==> src/drive_out_pkg.sv <==
// package of constants for the drive output function select block
package drive_out_pkg;
  localparam int FREQ_W = 16;
  localparam int FUNC_W = 8;
  localparam int NUM_TERM = 5;
  localparam int NUM_SEL = 6;
  // function codes
  localparam logic [7:0] FUNC_RUN = 8'h00;
  localparam logic [7:0] FUNC_AT_SET = 8'h01;
  localparam logic [7:0] FUNC_OVER_ONE = 8'h02;
  localparam logic [7:0] FUNC_ALARM = 8'h05;
  // register byte offsets
  localparam logic [7:0] OFF_SEL_BASE = 8'h00;
  localparam logic [7:0] OFF_SET_FREQ = 8'h18;
  localparam logic [7:0] OFF_ACC_THR = 8'h1c;
  localparam logic [7:0] OFF_DEC_THR = 8'h20;
  localparam logic [7:0] OFF_START_FREQ = 8'h24;
  localparam logic [7:0] OFF_HYST = 8'h28;
  localparam logic [7:0] OFF_STATUS = 8'h2c;
  // reset values and bus response codes
  localparam logic [15:0] RST_HYST = 16'h0002;
  localparam logic [1:0] RESP_OKAY = 2'h0;
  localparam logic [1:0] RESP_SLVERR = 2'h2;
endpackage

==> src/drive_out_sel.sv <==
// drive output function select with axi4-lite registers
// Operation
// - any function may be assigned to any of five open-collector terminals.
// - relay defaults to alarm, yet accepts any terminal function.
// - code 00 asserts in run mode, deasserts in stop mode.
// - run indicator is active low, pulling terminal to common.
// - run indicator asserted while output frequency exceeds start frequency.
// - code 01 asserts once output frequency equals set frequency.
// - code 02 asserts accelerating at or above accel threshold one.
// - threshold outputs turn on and off at separate programmable frequencies.
// - arrival outputs use hysteresis against chatter on turn-off only; turn-on has none.
// - code 02 deasserts decelerating below decel threshold one minus hysteresis.
//
// The placing of the registers and the AXI4-Lite slave port were decided locally.
`timescale 1ns/1ps
`default_nettype none
module drive_out_sel (
  input wire logic aclk,
  input wire logic aresetn,
  input wire logic [31:0] s_axi_awaddr,
  input wire logic s_axi_awvalid,
  output logic s_axi_awready,
  input wire logic [31:0] s_axi_wdata,
  input wire logic [3:0] s_axi_wstrb,
  input wire logic s_axi_wvalid,
  output logic s_axi_wready,
  output logic [1:0] s_axi_bresp,
  output logic s_axi_bvalid,
  input wire logic s_axi_bready,
  input wire logic [31:0] s_axi_araddr,
  input wire logic s_axi_arvalid,
  output logic s_axi_arready,
  output logic [31:0] s_axi_rdata,
  output logic [1:0] s_axi_rresp,
  output logic s_axi_rvalid,
  input wire logic s_axi_rready,
  input wire logic run_mode,
  input wire logic alarm_active,
  input wire logic accelerating,
  input wire logic decelerating,
  input wire logic [15:0] output_frequency,
  output logic [4:0] term_out_n,
  output logic relay_out
);
  localparam int FW = drive_out_pkg::FREQ_W;
  localparam int CW = drive_out_pkg::FUNC_W;
  localparam int NS = drive_out_pkg::NUM_SEL;

  typedef struct packed {
    logic aw_got;
    logic w_got;
    logic [7:0] awaddr;
    logic [31:0] wdata;
    logic bvalid;
    logic [1:0] bresp;
    logic rwait;
    logic rpend;
    logic [7:0] raddr;
    logic rvalid;
    logic [1:0] rresp;
    logic [31:0] rdata;
    logic [15:0] set_freq;
    logic [15:0] acc_thr;
    logic [15:0] dec_thr;
    logic [15:0] start_freq;
    logic [15:0] hyst;
    logic at_set;
    logic over_one;
    logic [4:0] term_n;
    logic relay;
  } state_t;

  state_t st_ff;
  state_t nxt_st;
  logic [CW-1:0] sel_rd;
  logic [NS*CW-1:0] codes;
  logic sel_wr;

  // ==========================================
  // helpers
  function automatic logic fn_value(input logic [7:0] code, input logic run_ind,
                                    input logic at_set, input logic over_one,
                                    input logic alarm);
    case (code)
      drive_out_pkg::FUNC_RUN: fn_value = run_ind;
      drive_out_pkg::FUNC_AT_SET: fn_value = at_set;
      drive_out_pkg::FUNC_OVER_ONE: fn_value = over_one;
      drive_out_pkg::FUNC_ALARM: fn_value = alarm;
      default: fn_value = 1'b0;
    endcase
  endfunction

  function automatic logic [15:0] fn_merge(input logic [15:0] old, input logic [31:0] d,
                                           input logic [3:0] strb);
    fn_merge = old;
    if (strb[0])
      fn_merge[7:0] = d[7:0];
    if (strb[1])
      fn_merge[15:8] = d[15:8];
  endfunction

  function automatic logic is_sel(input logic [7:0] a);
    is_sel = (a[1:0] == 2'h0) && (a < drive_out_pkg::OFF_SET_FREQ);
  endfunction

  // ==========================================
  // selection memory
  // one code each
  assign sel_wr = st_ff.aw_got && st_ff.w_got && !st_ff.bvalid && is_sel(st_ff.awaddr);

  func_sel_mem #(
    .DEPTH(NS),
    .WIDTH(CW),
    .RELAY_DEFAULT(drive_out_pkg::FUNC_ALARM)
  ) u_sel (
    .aclk(aclk),
    .aresetn(aresetn),
    .wr_en(sel_wr),
    .wr_idx(st_ff.awaddr[4:2]),
    .wr_data(st_ff.wdata[7:0]),
    .rd_idx(st_ff.raddr[4:2]),
    .rd_data(sel_rd),
    .all_codes(codes)
  );

  assign s_axi_awready = !st_ff.aw_got;
  assign s_axi_wready = !st_ff.w_got;
  assign s_axi_arready = !st_ff.rwait && !st_ff.rpend && !st_ff.rvalid;
  assign s_axi_bvalid = st_ff.bvalid;
  assign s_axi_bresp = st_ff.bresp;
  assign s_axi_rvalid = st_ff.rvalid;
  assign s_axi_rresp = st_ff.rresp;
  assign s_axi_rdata = st_ff.rdata;
  assign term_out_n = st_ff.term_n;
  assign relay_out = st_ff.relay;

  // ==========================================
  // next state
  always_comb
  begin
    logic run_ind;
    logic wmap;
    logic [16:0] up_hi;
    logic [16:0] dn_lo;
    logic [16:0] f;
    run_ind = 1'b0;
    wmap = 1'b0;
    up_hi = '0;
    dn_lo = '0;
    f = {1'b0, output_frequency};
    nxt_st = st_ff;
    // write channel
    if (s_axi_awvalid && !st_ff.aw_got)
    begin
      nxt_st.aw_got = 1'b1;
      nxt_st.awaddr = s_axi_awaddr[7:0];
    end
    if (s_axi_wvalid && !st_ff.w_got)
    begin
      nxt_st.w_got = 1'b1;
      nxt_st.wdata = s_axi_wdata;
    end
    if (st_ff.aw_got && st_ff.w_got && !st_ff.bvalid)
    begin
      wmap = 1'b1;
      case (st_ff.awaddr)
        drive_out_pkg::OFF_SET_FREQ: nxt_st.set_freq = fn_merge(st_ff.set_freq, st_ff.wdata, s_axi_wstrb | 4'hf);
        drive_out_pkg::OFF_ACC_THR: nxt_st.acc_thr = fn_merge(st_ff.acc_thr, st_ff.wdata, 4'hf);
        drive_out_pkg::OFF_DEC_THR: nxt_st.dec_thr = fn_merge(st_ff.dec_thr, st_ff.wdata, 4'hf);
        drive_out_pkg::OFF_START_FREQ: nxt_st.start_freq = fn_merge(st_ff.start_freq, st_ff.wdata, 4'hf);
        drive_out_pkg::OFF_HYST: nxt_st.hyst = fn_merge(st_ff.hyst, st_ff.wdata, 4'hf);
        default: wmap = is_sel(st_ff.awaddr);
      endcase
      nxt_st.bvalid = 1'b1;
      nxt_st.bresp = wmap ? drive_out_pkg::RESP_OKAY : drive_out_pkg::RESP_SLVERR;
    end
    if (st_ff.bvalid && s_axi_bready)
    begin
      nxt_st.bvalid = 1'b0;
      nxt_st.aw_got = 1'b0;
      nxt_st.w_got = 1'b0;
    end
    // read channel: one cycle to present the index, one for the memory's registered data
    if (s_axi_arvalid && !st_ff.rwait && !st_ff.rpend && !st_ff.rvalid)
    begin
      nxt_st.rwait = 1'b1;
      nxt_st.raddr = s_axi_araddr[7:0];
    end
    if (st_ff.rwait)
    begin
      nxt_st.rwait = 1'b0;
      nxt_st.rpend = 1'b1;
    end
    if (st_ff.rpend)
    begin
      nxt_st.rpend = 1'b0;
      nxt_st.rvalid = 1'b1;
      nxt_st.rresp = drive_out_pkg::RESP_OKAY;
      case (st_ff.raddr)
        drive_out_pkg::OFF_SET_FREQ: nxt_st.rdata = {16'h0000, st_ff.set_freq};
        drive_out_pkg::OFF_ACC_THR: nxt_st.rdata = {16'h0000, st_ff.acc_thr};
        drive_out_pkg::OFF_DEC_THR: nxt_st.rdata = {16'h0000, st_ff.dec_thr};
        drive_out_pkg::OFF_START_FREQ: nxt_st.rdata = {16'h0000, st_ff.start_freq};
        drive_out_pkg::OFF_HYST: nxt_st.rdata = {16'h0000, st_ff.hyst};
        drive_out_pkg::OFF_STATUS: nxt_st.rdata = {24'h000000, st_ff.relay,
                                       st_ff.over_one, st_ff.at_set, ~st_ff.term_n};
        default:
        begin
          nxt_st.rdata = is_sel(st_ff.raddr) ? {24'h000000, sel_rd} : 32'h00000000;
          nxt_st.rresp = is_sel(st_ff.raddr) ? drive_out_pkg::RESP_OKAY
                                             : drive_out_pkg::RESP_SLVERR;
        end
      endcase
    end
    if (st_ff.rvalid && s_axi_rready)
      nxt_st.rvalid = 1'b0;
    run_ind = run_mode && (output_frequency > st_ff.start_freq);
    up_hi = {1'b0, st_ff.set_freq} + {1'b0, st_ff.hyst};
    dn_lo = (st_ff.set_freq > st_ff.hyst) ? {1'b0, st_ff.set_freq - st_ff.hyst} : 17'h00000;
    if (f == {1'b0, st_ff.set_freq})
      nxt_st.at_set = 1'b1;
    else if (f > up_hi || f < dn_lo)
      nxt_st.at_set = 1'b0;
    if (accelerating && output_frequency >= st_ff.acc_thr)
      nxt_st.over_one = 1'b1;
    else if (decelerating && f + {1'b0, st_ff.hyst} < {1'b0, st_ff.dec_thr})
      nxt_st.over_one = 1'b0;
    else if (!run_mode)
      nxt_st.over_one = 1'b0;
    for (int i = 0; i < drive_out_pkg::NUM_TERM; i++)
      nxt_st.term_n[i] = ~fn_value(codes[i*CW +: CW], run_ind, st_ff.at_set,
                                   st_ff.over_one, alarm_active);
    nxt_st.relay = fn_value(codes[(NS-1)*CW +: CW], run_ind, st_ff.at_set,
                            st_ff.over_one, alarm_active);
  end

  always_ff @(posedge aclk)
  begin
    if (!aresetn)
    begin
      st_ff <= '0;
      st_ff.hyst <= drive_out_pkg::RST_HYST;
      st_ff.term_n <= '1;
    end
    else
      st_ff <= nxt_st;
  end

  // ==========================================
  // checks
  a_run_low: assert property (@(posedge aclk) disable iff (!aresetn)
    (codes[CW-1:0] == drive_out_pkg::FUNC_RUN && run_mode && output_frequency > st_ff.start_freq
     && $stable(codes)) |=> !term_out_n[0]) else $error("run not asserted low");
  a_stop_high: assert property (@(posedge aclk) disable iff (!aresetn)
    (codes[CW-1:0] == drive_out_pkg::FUNC_RUN && !run_mode) |=> term_out_n[0])
    else $error("run asserted in stop");
  a_start_gate: assert property (@(posedge aclk) disable iff (!aresetn)
    (codes[CW-1:0] == drive_out_pkg::FUNC_RUN && output_frequency <= st_ff.start_freq)
    |=> term_out_n[0]) else $error("run below start frequency");
  a_at_set: assert property (@(posedge aclk) disable iff (!aresetn)
    (output_frequency == st_ff.set_freq) |=> st_ff.at_set) else $error("setpoint missed");
  a_over_on: assert property (@(posedge aclk) disable iff (!aresetn)
    (accelerating && output_frequency >= st_ff.acc_thr) |=> st_ff.over_one)
    else $error("accel threshold missed");
  a_over_off: assert property (@(posedge aclk) disable iff (!aresetn)
    (!accelerating && decelerating && {1'b0, output_frequency} + {1'b0, st_ff.hyst}
     < {1'b0, st_ff.dec_thr}) |=> !st_ff.over_one) else $error("decel threshold missed");
  a_over_hold: assert property (@(posedge aclk) disable iff (!aresetn)
    (!accelerating && !decelerating && run_mode) |=> $stable(st_ff.over_one))
    else $error("threshold output chatter");
  a_relay_dflt: assert property (@(posedge aclk) disable iff (!aresetn)
    (codes[(NS-1)*CW +: CW] == drive_out_pkg::FUNC_ALARM && alarm_active
     && $stable(codes)) |=> relay_out) else $error("relay alarm missing");
  a_bresp_pair: assert property (@(posedge aclk) disable iff (!aresetn)
    (s_axi_bvalid && !s_axi_bready) |=> s_axi_bvalid) else $error("bvalid dropped");
  c_run_on: cover property (@(posedge aclk) disable iff (!aresetn) !term_out_n[0]);
  c_at_set: cover property (@(posedge aclk) disable iff (!aresetn) $rose(st_ff.at_set));
  c_over_off: cover property (@(posedge aclk) disable iff (!aresetn) $fell(st_ff.over_one));
  c_write: cover property (@(posedge aclk) disable iff (!aresetn) s_axi_bvalid && s_axi_bready);
endmodule
`default_nettype wire

==> src/func_sel_mem.sv <==
// small memory of per-output function codes, registered read
`timescale 1ns/1ps
`default_nettype none
module func_sel_mem #(
  parameter int DEPTH = 6,
  parameter int WIDTH = 8,
  parameter logic [7:0] RELAY_DEFAULT = 8'h05
) (
  input wire logic aclk,
  input wire logic aresetn,
  input wire logic wr_en,
  input wire logic [2:0] wr_idx,
  input wire logic [WIDTH-1:0] wr_data,
  input wire logic [2:0] rd_idx,
  output logic [WIDTH-1:0] rd_data,
  output logic [DEPTH*WIDTH-1:0] all_codes
);
  logic [DEPTH*WIDTH-1:0] mem_ff;
  logic [WIDTH-1:0] rd_ff;

  always_ff @(posedge aclk)
  begin
    if (!aresetn)
    begin
      // relay slot defaults to alarm, terminals to run
      mem_ff <= '0;
      mem_ff[(DEPTH-1)*WIDTH +: WIDTH] <= RELAY_DEFAULT;
      rd_ff <= '0;
    end
    else
    begin
      if (wr_en && (32'(wr_idx) < DEPTH))
        mem_ff[wr_idx*WIDTH +: WIDTH] <= wr_data;
      rd_ff <= (32'(rd_idx) < DEPTH) ? mem_ff[rd_idx*WIDTH +: WIDTH] : '0;
    end
  end
  assign rd_data = rd_ff;
  assign all_codes = mem_ff;
endmodule
`default_nettype wire

==> config.mk <==
export PLATFORM = sky130hd
export DESIGN_NAME = drive_out_sel
export DESIGN_NICKNAME = d
export VERILOG_FILES = /design/src/drive_out_pkg.sv /design/src/drive_out_sel.sv /design/src/func_sel_mem.sv
export SDC_FILE = /design/constraint.sdc
export NUM_CORES = 1
export LEC_CHECK = 0
export BUFFER_PORTS_ARGS = -buffer_cell sky130_fd_sc_hd__buf_4
export CORE_ASPECT_RATIO = 0.5
export CORE_MARGIN = 2
export CORE_UTILIZATION = 28
export DETAILED_ROUTE_END_ITERATION = 10
export PLACE_DENSITY = 0.44
export SETUP_SLACK_MARGIN = 0.02
export SLEW_MARGIN = 20
export SYNTH_ARGS = -nofsm -noshare
export SYNTH_HDL_FRONTEND = slang
export SYNTH_HIERARCHICAL = 1
export SYNTH_SLANG_ARGS = --single-unit
==> constraint.sdc <==
create_clock -name aclk -period 6.93 [get_ports aclk]
set_clock_uncertainty 0.2 [all_clocks]
set_input_delay 2.079 -clock aclk [delete_from_list [all_inputs] [get_ports aclk]]
set_output_delay 2.079 -clock aclk [all_outputs]
set_load 0.01 [all_outputs]
==> results of run 1 <==
## layout by cell type, fill, tap and decap left out, types with 11 or more instances in the layout
cell / n
sky130_fd_sc_hd__a211oi_1: 12
sky130_fd_sc_hd__a21o_1: 21
sky130_fd_sc_hd__a21oi_1: 110
sky130_fd_sc_hd__a22oi_1: 11
sky130_fd_sc_hd__and2_1: 12
sky130_fd_sc_hd__buf_4: 102
sky130_fd_sc_hd__clkbuf_16: 17
sky130_fd_sc_hd__conb_1: 18
sky130_fd_sc_hd__dfxtp_1: 199
sky130_fd_sc_hd__ha_1: 129
sky130_fd_sc_hd__inv_1: 104
sky130_fd_sc_hd__mux2_2: 12
sky130_fd_sc_hd__mux2i_1: 143
sky130_fd_sc_hd__nand2_1: 140
sky130_fd_sc_hd__nand2b_1: 15
sky130_fd_sc_hd__nand3_1: 30
sky130_fd_sc_hd__nand4_1: 25
sky130_fd_sc_hd__nor2_1: 141
sky130_fd_sc_hd__nor2b_1: 20
sky130_fd_sc_hd__nor3_1: 26
sky130_fd_sc_hd__nor4_1: 15
sky130_fd_sc_hd__o21a_1: 12
sky130_fd_sc_hd__o21ai_0: 54
sky130_fd_sc_hd__o22ai_1: 17
sky130_fd_sc_hd__o31ai_1: 13
sky130_fd_sc_hd__xnor2_1: 43
## area by class of cell
type                            instances  area [um^2]
Fill cell                            4982        32000
Multi-Input combinational cell       1156         8400
Sequential cell                       200         4010
Tap cell                              638          798
Timing Repair Buffer                  102          766
Clock buffer                           18          429
Inverter                              105          397
Clock inverter                         12          199
## how the worst max path moves through the flow
stage | from | endpoint | slack, ps | cells past startpoint
after floorplan | output_frequency[0] | st_ff[6] | 1590 | 17
after global placement | output_frequency[0] | st_ff[6] | 970 | 18
after detailed placement | output_frequency[0] | st_ff[6] | 950 | 18
after CTS | output_frequency[0] | st_ff[6] | 1410 | 18
after global routing | output_frequency[0] | st_ff[6] | 1140 | 18
final | output_frequency[0] | st_ff[6] | 1390 | 18
## flip-flops by register name (all words and copies together) (netlist names)
| name | cells |
|---|---|
| st_ff | 118 |
| u_sel/all_codes | 48 |
| s_axi_rdata | 16 |
| u_sel/rd_data | 8 |
| term_out_n | 5 |
| relay_out | 1 |
| s_axi_bresp | 1 |
| s_axi_bvalid | 1 |
| s_axi_rresp | 1 |
| s_axi_rvalid | 1 |
## cells by family after synthesis
family                   after synthesis  share of synthesized area
multiplexers                         167                      0.138
adder cells (fa/ha/maj)              132                      0.125
flip-flops                           200                      0.299
XOR/XNOR                              49                     0.0326
AND/OR/NAND/NOR                      482                      0.179
AO/OA/AOI/OAI                        308                      0.146
buffers and inverters                218                     0.0800
other                                  1                   0.000280
## power by group
group	total [mW]	internal (mW)	switching (mW)
logic	0.295	0.117	0.178
registers	1.20	1.17	0.0338
clock network	1.11	0.638	0.470
total	2.60	1.92	0.681
## critical path, delay by kind of cell
family	cells	cell delay (ps)
simple gates	1	70
compound gates	12	2460
xor+xnor	1	90
buf+inv	1	130
fa+ha+maj	3	840
## metal layers
layer	wire length, um	global-route usage	part of all wire
met5	0	0	0
met4	305	0.0274	0.0071
met3	1280	0.0226	0.030
met2	19300	0.273	0.45
met1	22100	0.250	0.51
## through the flow
stage	cell area, um^2	utilization	instances
2_1_floorplan	13500	-	1574
3_3_place_gp	14400	0.305	2201
3_5_place_dp	14400	0.305	2201
4_1_cts	15000	0.319	2231
5_1_grt	15000	0.319	2231
6_report	15000	0.319	2231
==> impl_summary.md, run 1 <==
Timing
The transition time of the tightest slew-check pin is 1060 ps. The time the final worst path needs with I/O delays and setup is 5540 ps. Setup repair after global routing left no endpoint under its margin. The worst path setup slack after routing is 1390 ps. Measured against its own limit, the worst slew margin works out to 0.287. The share of the clock period used by the worst path is 0.800. The count of final setup violators is 0. Setup total negative slack on the finished layout was measured at 0 ps. Final hold analysis gives a worst-case slack of 258 ps. Based on the critical path, the design can be clocked at up to approximately 180 MHz.

The max-slew violation total from the final report is 0. The final hold violation count is 0.

Power and ir drop
The total power divided by cell area is 174 nW/um^2. The design draws 2.60 mW. The largest vdd supply drop is 180 uV. For this design the static power due to leakage is 6.15 nW.

Synth
sky130_fd_sc_hd__dfxtp_1 is the most common cell in the netlist. The most area-hungry cell type in the Yosys netlist is sky130_fd_sc_hd__dfxtp_1. Each instance of the synthesized netlist takes up on average 8.61 um^2. The combined area of all synthesized cells is 13400 um^2. By count the netlist is led by 200 x sky130_fd_sc_hd__dfxtp_1, 143 x sky130_fd_sc_hd__mux2i_1, 141 x sky130_fd_sc_hd__nor2_1, 140 x sky130_fd_sc_hd__nand2_1, 129 x sky130_fd_sc_hd__ha_1. In the synthesized netlist the dominant register cell turns out to be sky130_fd_sc_hd__dfxtp_1. In the synthesized netlist the async set-or-reset flop fraction comes to 0.

The area share of the largest cell type after synthesis is 0.299. The yosys synthesis warning count is 6. The synthesized design contains 0 enable-type register cells.

Of the synthesized area, sequential elements account for 0.299. The post-synthesis cell count is around 1600. By area the synthesized netlist is led by sky130_fd_sc_hd__dfxtp_1 30%, sky130_fd_sc_hd__ha_1 12%, sky130_fd_sc_hd__mux2i_1 11%. The number of library cell types mapped by synthesis is a little over 80. In this run, synthesis produced a sequential element count of 200.

Clock network
In this run the number of H-tree levels came out at 4. The clock net in this run drives a total of 200 sinks. Clock-pin slew was measured on the worst setup and hold paths at 70 ps. The hold-fix buffer count after cts is 0.

The number of gates resized after CTS is 0. The clock latency on the worst-skew pair is 450 ps. The number of buffers created by CTS is 17. TritonCTS built the clock tree. The count of buffers added by post-CTS timing repair for setup is 0. The buffer levels on the longest clock path is 2.

The cell sitting at the root of the clock tree is a sky130_fd_sc_hd__clkbuf_16.

Worst hold path
The worst hold path cell count is 2. The startpoint identified for the worst hold timing path is st_ff[123]. The path class of the lowest-slack min-delay path is register to register. For hold timing, the worst endpoint is st_ff[123].

Drt
The routed wire length is ~43 mm. In the routed design, unresolved DRC markers number 0. The violation count after the first detailed-routing iteration is 785. The residual antenna-violating net count after detailed routing is 0. The routed layout has 11200 vias. Dividing the detail-routed via count by the number of cells gives 5.00. The detailed-routing iteration count for the pre-antenna-repair pass is 5. Dividing the detail-routed wire length by the instance count gives around 19 um.

Setup path
The data required time of the worst path is a little over 7000 ps. The worst register-to-register path begins at st_ff[17]. The largest stage delay on the critical path is 410 ps. The cell seen most often among critical-path stages is sky130_fd_sc_hd__a21oi_1. In this run the worst path has a maximum fanout of 4. In this run the critical register-to-register path is captured at st_ff[7]. The critical path in this run is classified as input port to register. The data arrival at the endpoint of the critical path is 5660 ps. The worst register-to-register path has a setup slack of ~2000 ps. Traced cell by cell, the critical path runs through buf_4, ha_1, fa_1, a21oi_1, o22ai_1, o32ai_2, o21bai_1, a21o_1, a21oi_1, xnor2_1, ha_1, a211o_1, a21oi_1, o21ai_0, a211oi_1, nor2_1, o311ai_1, a31oi_1. The slowest stage of the critical path belongs to the cell sky130_fd_sc_hd__fa_1. The worst register-to-register path has a depth of 15.

The worst setup path is captured at a register. The critical path launch point type is an input port.

Global route
The total overflow reported by the global router is 0. For this run, the total global-route usage over all layers was measured as 0.172. The wire length of the first global-routing pass is ~66 mm. The via count of the first global-routing pass was 10800. The maximum number of pins on one net before global-route repair is 79. The initial antenna violation count is 1.

Final layout
The share of final-layout standard cells stronger than drive strength 1 is 0.111. The net total in the final layout is 1841. From synthesis to final layout, the design area changed by 11.8%. 0 antenna diodes ended up in the layout.

Floorplan
The count of standard-cell rows is 56. The total I/O pin count is roughly 170. For this configuration, the core starts out at a cell density of 0.285. The total core area is 47000 um^2. The height of the die is ~160 um. The floorplan step set the die width to 313 um. The die covers slightly below 50000 um^2.

Flow run
Max-cap violations in this run came to 0.

Placed design
At the placement stage, the worst setup path has a slack of roughly 950 ps. The HPWL after detailed placement is approximately 33 mm. Buffers placed on the I/O ports in this run total 87. The weighted congestion at the end of routability-driven global placement is around 0.82.

Run status
The flow ran to the end, and the final reports show no timing, DRC or antenna violations.
Note: power is estimated with default switching activity, not from simulation.
==> run 2: changes to the inputs <==
--- a/config.mk
+++ b/config.mk
@@ -5,12 +5,13 @@
 export SDC_FILE = /design/constraint.sdc
 export NUM_CORES = 1
 export LEC_CHECK = 0
+export ABC_AREA = 1
 export BUFFER_PORTS_ARGS = -buffer_cell sky130_fd_sc_hd__buf_4
 export CORE_ASPECT_RATIO = 0.5
 export CORE_MARGIN = 2
 export CORE_UTILIZATION = 28
 export DETAILED_ROUTE_END_ITERATION = 10
-export PLACE_DENSITY = 0.44
+export PLACE_DENSITY = 0.45
 export SETUP_SLACK_MARGIN = 0.02
 export SLEW_MARGIN = 20
 export SYNTH_ARGS = -nofsm -noshare
==> constraint.sdc (replaced) <==
create_clock -name aclk -period 4.92 [get_ports aclk]
set_clock_uncertainty 0.2 [all_clocks]
set_input_delay 1.476 -clock aclk [delete_from_list [all_inputs] [get_ports aclk]]
set_output_delay 1.476 -clock aclk [all_outputs]
set_load 0.01 [all_outputs]
==> run 2 against run 1 <==
  * Sequential share of layout area barely moved
  * Synthesized area fell by 0.21%
  * First-iteration DRC count rose by 15%
  * Core utilization fell by 0.069 points
  * Routed wire length rose by 1.7%
  * Flip-flop and latch count did not move
  * Combinational power rose by 82%
  * Sequential power rose by 43%
  * Critical path type unchanged
==> impl_summary.md, run 2 <==
Timing
The worst slew margin relative to its limit is 0.271 (-0.0167). The max-slew violation total from the final report came to 0 (unchanged). The transition time of the tightest slew-check pin came to 1090 ps (+27.4 ps). The final hold violation count is 0 (unchanged).

In the finished design, the share of the clock period the worst path needs comes to 0.836. The worst hold slack was 233 ps (-24.7 ps). The count of final setup violators is 0 (unchanged). The sum of negative setup slack is 0 ps (unchanged). Setup repair after global routing left no endpoint under its margin.

The highest clock rate is around 240 MHz. The clock period could shrink to 4110 ps.

Setup path
The largest stage delay on the critical path came to 400 ps (about the same). The worst setup path is launched from an input port. The worst-path cell with the longest stage delay is sky130_fd_sc_hd__fa_1. The top fanout value on the critical path is 4 (unchanged). The data required time of the worst path is 5050 ps (-2000 ps). Walking the worst path, the cells encountered are buf_4, ha_1, fa_1, nand3_1, nand3_1, nand4_1, o211ai_1, nand3_1, nand2_1, xor2_1, ha_1, a21oi_1, nor3_1, a211oi_1, nand2_1, nand3_1, nand2_1, nand2_1, nand3_1, nand2_1, a21oi_1.

STA classifies the critical path endpoint as a register. The type of the setup path with the least slack is input port to register. The data arrival at the endpoint of the critical path is 4240 ps (-1420 ps).

Clock network
The buffer levels on the longest clock path is 2 (unchanged). The number of buffers created by CTS is 17 (unchanged). The clock slew seen by the registers of the worst setup and hold paths is 70 ps (about the same).

The clock tree from TritonCTS is done. The number of gates resized after CTS was 0 (unchanged). The clock latency on the worst-skew pair is 460 ps (about the same).

The count of buffers added by post-CTS timing repair for setup is 0 (unchanged). The number of sinks driven by the clock tree was 200 (unchanged). The number of levels in the clock H-tree came to 4 (unchanged). The cell sitting at the root of the clock tree is a sky130_fd_sc_hd__clkbuf_16. The hold-fix buffer count after cts is 0 (unchanged).

Synth
The register bit count reported by yosys is 200 (unchanged). The number of library cell types mapped by synthesis is 61 (-26%). The sequential area share after synthesis is 0.299 (+0.000643).

The top flip-flop cell by instance count after synthesis is sky130_fd_sc_hd__dfxtp_1. The share of synthesized registers carrying an async set or reset is 0 (unchanged). The post-synthesis cell count is 1876 (+20%). By area the synthesized netlist is led by sky130_fd_sc_hd__dfxtp_1 30%, sky130_fd_sc_hd__ha_1 12%, sky130_fd_sc_hd__a21oi_1 8.6%. The yosys synthesis warning count came to 6 (unchanged).

The largest total area in the synthesized netlist belongs to sky130_fd_sc_hd__dfxtp_1. sky130_fd_sc_hd__nand2_1 is the most common cell in the netlist. The number of enable flip-flop cells after synthesis is 0 (unchanged). The combined area of all synthesized cells is 13400 um^2 (-0.21%). The average footprint of a synthesized cell is 7.13 um^2 (-17%). The area share of the largest cell type after synthesis came to 0.299 (+0.000643). The commonest cells after synthesis are 261 x sky130_fd_sc_hd__nand2_1, 238 x sky130_fd_sc_hd__inv_1, 229 x sky130_fd_sc_hd__a21oi_1, 200 x sky130_fd_sc_hd__dfxtp_1, 176 x sky130_fd_sc_hd__nor2_1.

Power and ir drop
The total power divided by cell area is 254 nW/um^2 (+46%). The largest vdd supply drop was 254 uV (+41%). The combinational power share is 0.141 (+0.028). The fraction of power spent switching nets came to 0.291 (+0.0294). The net switching power of the design came to 1.11 mW (+62%). The portion of total power attributed to sequential cells is 0.451 (-0.010). The cell leakage power was 6.25 nW (+1.6%).

The internal power consumption is 2.69 mW (+40%). The relative contribution of the clock network to total power was 0.407 (-0.018).

Drt
The detailed-routing iteration count for the pre-antenna-repair pass is 5 (unchanged). The violation count after the first detailed-routing iteration is 899 (+15%). The residual DRC count is 0 (unchanged). The count of vias placed by the detailed router is 12200 (+9.4%). The routed wirelength normalized by instance count is 17.1 um (-11%). The via density per instance is 4.79 (-4.3%).

The routed wire length was 43.6 mm (+1.7%). The residual antenna-violating net count after detailed routing came to 0 (unchanged).

Flow run
The number of max-capacitance violations reported came to 0 (unchanged).

Placed design
The number of buffers inserted by port buffering is 87 (unchanged). The weighted congestion at the end of routability-driven global placement was 0.920 (+13%). The placed cell count came to 2519 (+14%). The HPWL after detailed placement is 34.2 mm (+4.7%).

Floorplan
The total core area is 47000 um^2 (unchanged). The initial cell density of the core was 0.284 (-0.000612). The horizontal die dimension was 313 um (-0.11%). The count of standard-cell rows was 56 (unchanged). The total I/O pin count is 174 (unchanged). The die outline area is 49600 um^2 (-0.21%).

The height of the die is 159 um (-0.10%).

Final layout
In the layout the commonest cells are 261 x sky130_fd_sc_hd__nand2_1, 238 x sky130_fd_sc_hd__inv_1, 229 x sky130_fd_sc_hd__a21oi_1. The share of final-layout standard cells stronger than drive strength 1 came to 0.0998 (-0.0113). The register with the most flip-flops in the final layout is st_ff. The utilization after layout is 0.318 (-0.000692).

The layout overhead on the synthesized area is 11.8% (about the same). The total inserted antenna cells is 0 (unchanged). The number of non-filler instances in the completed layout was 2551 (+14%).

The filler cell count in the final layout is 5152 (+3.4%). The flip-flop count of the largest register, all copies and words added was 118 (unchanged). Leaving out fill and tap cells, the most frequent cell in the layout is sky130_fd_sc_hd__nand2_1. The net total in the final layout was 2159 (+17%).

Run status
The flow ran to the end, and the final reports show no timing, DRC or antenna violations.

Global route
The total overflow reported by the global router was 0 (unchanged). The wire length of the first global-routing pass is 66.9 mm (+1.3%). The combined global-route utilization of all metal layers is 0.177 (+0.00472). The via count of the first global-routing pass was 11300 (+4.7%).

The initial antenna violation count is 0 (-1). The maximum number of pins on one net before global-route repair is 70 (-11%).

Worst hold path
The path class of the lowest-slack min-delay path is register to register.
-- run 2: final timing paths --
kind                                          start         end  slack (ps)  cells after the start
worst max-delay path            output_frequency[0]    st_ff[6]         810                     21
worst min-delay path                     st_ff[132]  st_ff[131]         230                      2
worst max register to register            st_ff[23]    st_ff[7]         990                     17
worst min register to register           st_ff[132]  st_ff[131]         230                      2
-- run 2: cells by family (layout without fill, tap and decap cells) --
family                     Yosys count  after routing  share of synthesized area
buffers and inverters              362            382                      0.120
AOI/OAI and AO/OA                  532            532                      0.227
adders and majority gates          132            132                      0.125
DFF                                200            200                      0.299
xor gates and xnor gates            41             41                     0.0268
and+or+nand+nor                    608            608                      0.201
other                                1             18                   0.000280
-- run 2: cell type report --
class | instances | area (um^2) | share of cell area
clock inverters | 11 | 158 | 0.0105
repair buffers | 99 | 756 | 0.0505
multi-input cells | 1331 | 7830 | 0.523
clock buffers | 21 | 470 | 0.0315
well taps | 638 | 798 | 0.0534
inverters | 251 | 942 | 0.0630
flip-flops and latches | 200 | 4000 | 0.268
-- run 2: metrics by stage --
| stage | area (um^2) | power (mW) | worst slack (ps) |
|---|---|---|---|
| global route | 15000 | 3.98 | 520 |
| finish | 15000 | 3.80 | 808 |
| CTS | 15000 | 3.84 | 834 |
| floorplan | 13400 | 2.10 | 836 |
| detailed placement | 14300 | 2.29 | 334 |
| global placement | 14300 | 2.29 | 331 |
-- run 2: critical path: cells and delay by family --
family | cells | cell delay [ps]
fa+ha+maj | 3 | 910
xor+xnor | 1 | 150
compound gates | 4 | 500
buf+inv | 1 | 130
simple gates | 12 | 1070
-- run 2: power by group through the flow --
| stage | registers [mW] | logic [mW] | clock network [mW] |
|---|---|---|---|
| 6_report | 1.72 | 0.536 | 1.55 |
| 5_1_grt | 1.72 | 0.609 | 1.65 |
| 4_1_cts | 1.71 | 0.541 | 1.59 |
| 3_5_place_dp | 1.75 | 0.539 | 0 |
| 3_3_place_gp | 1.75 | 0.537 | 0 |
| 2_1_floorplan | 1.72 | 0.377 | 0 |
-- run 2: layer usage --
layer	vias up	track usage	routed length, um
met2	219	0.279	19000
met5	-	0	0
met1	5659	0.255	22500
li1	6311	-	-
met4	0	0.0385	485
met3	28	0.0238	1580
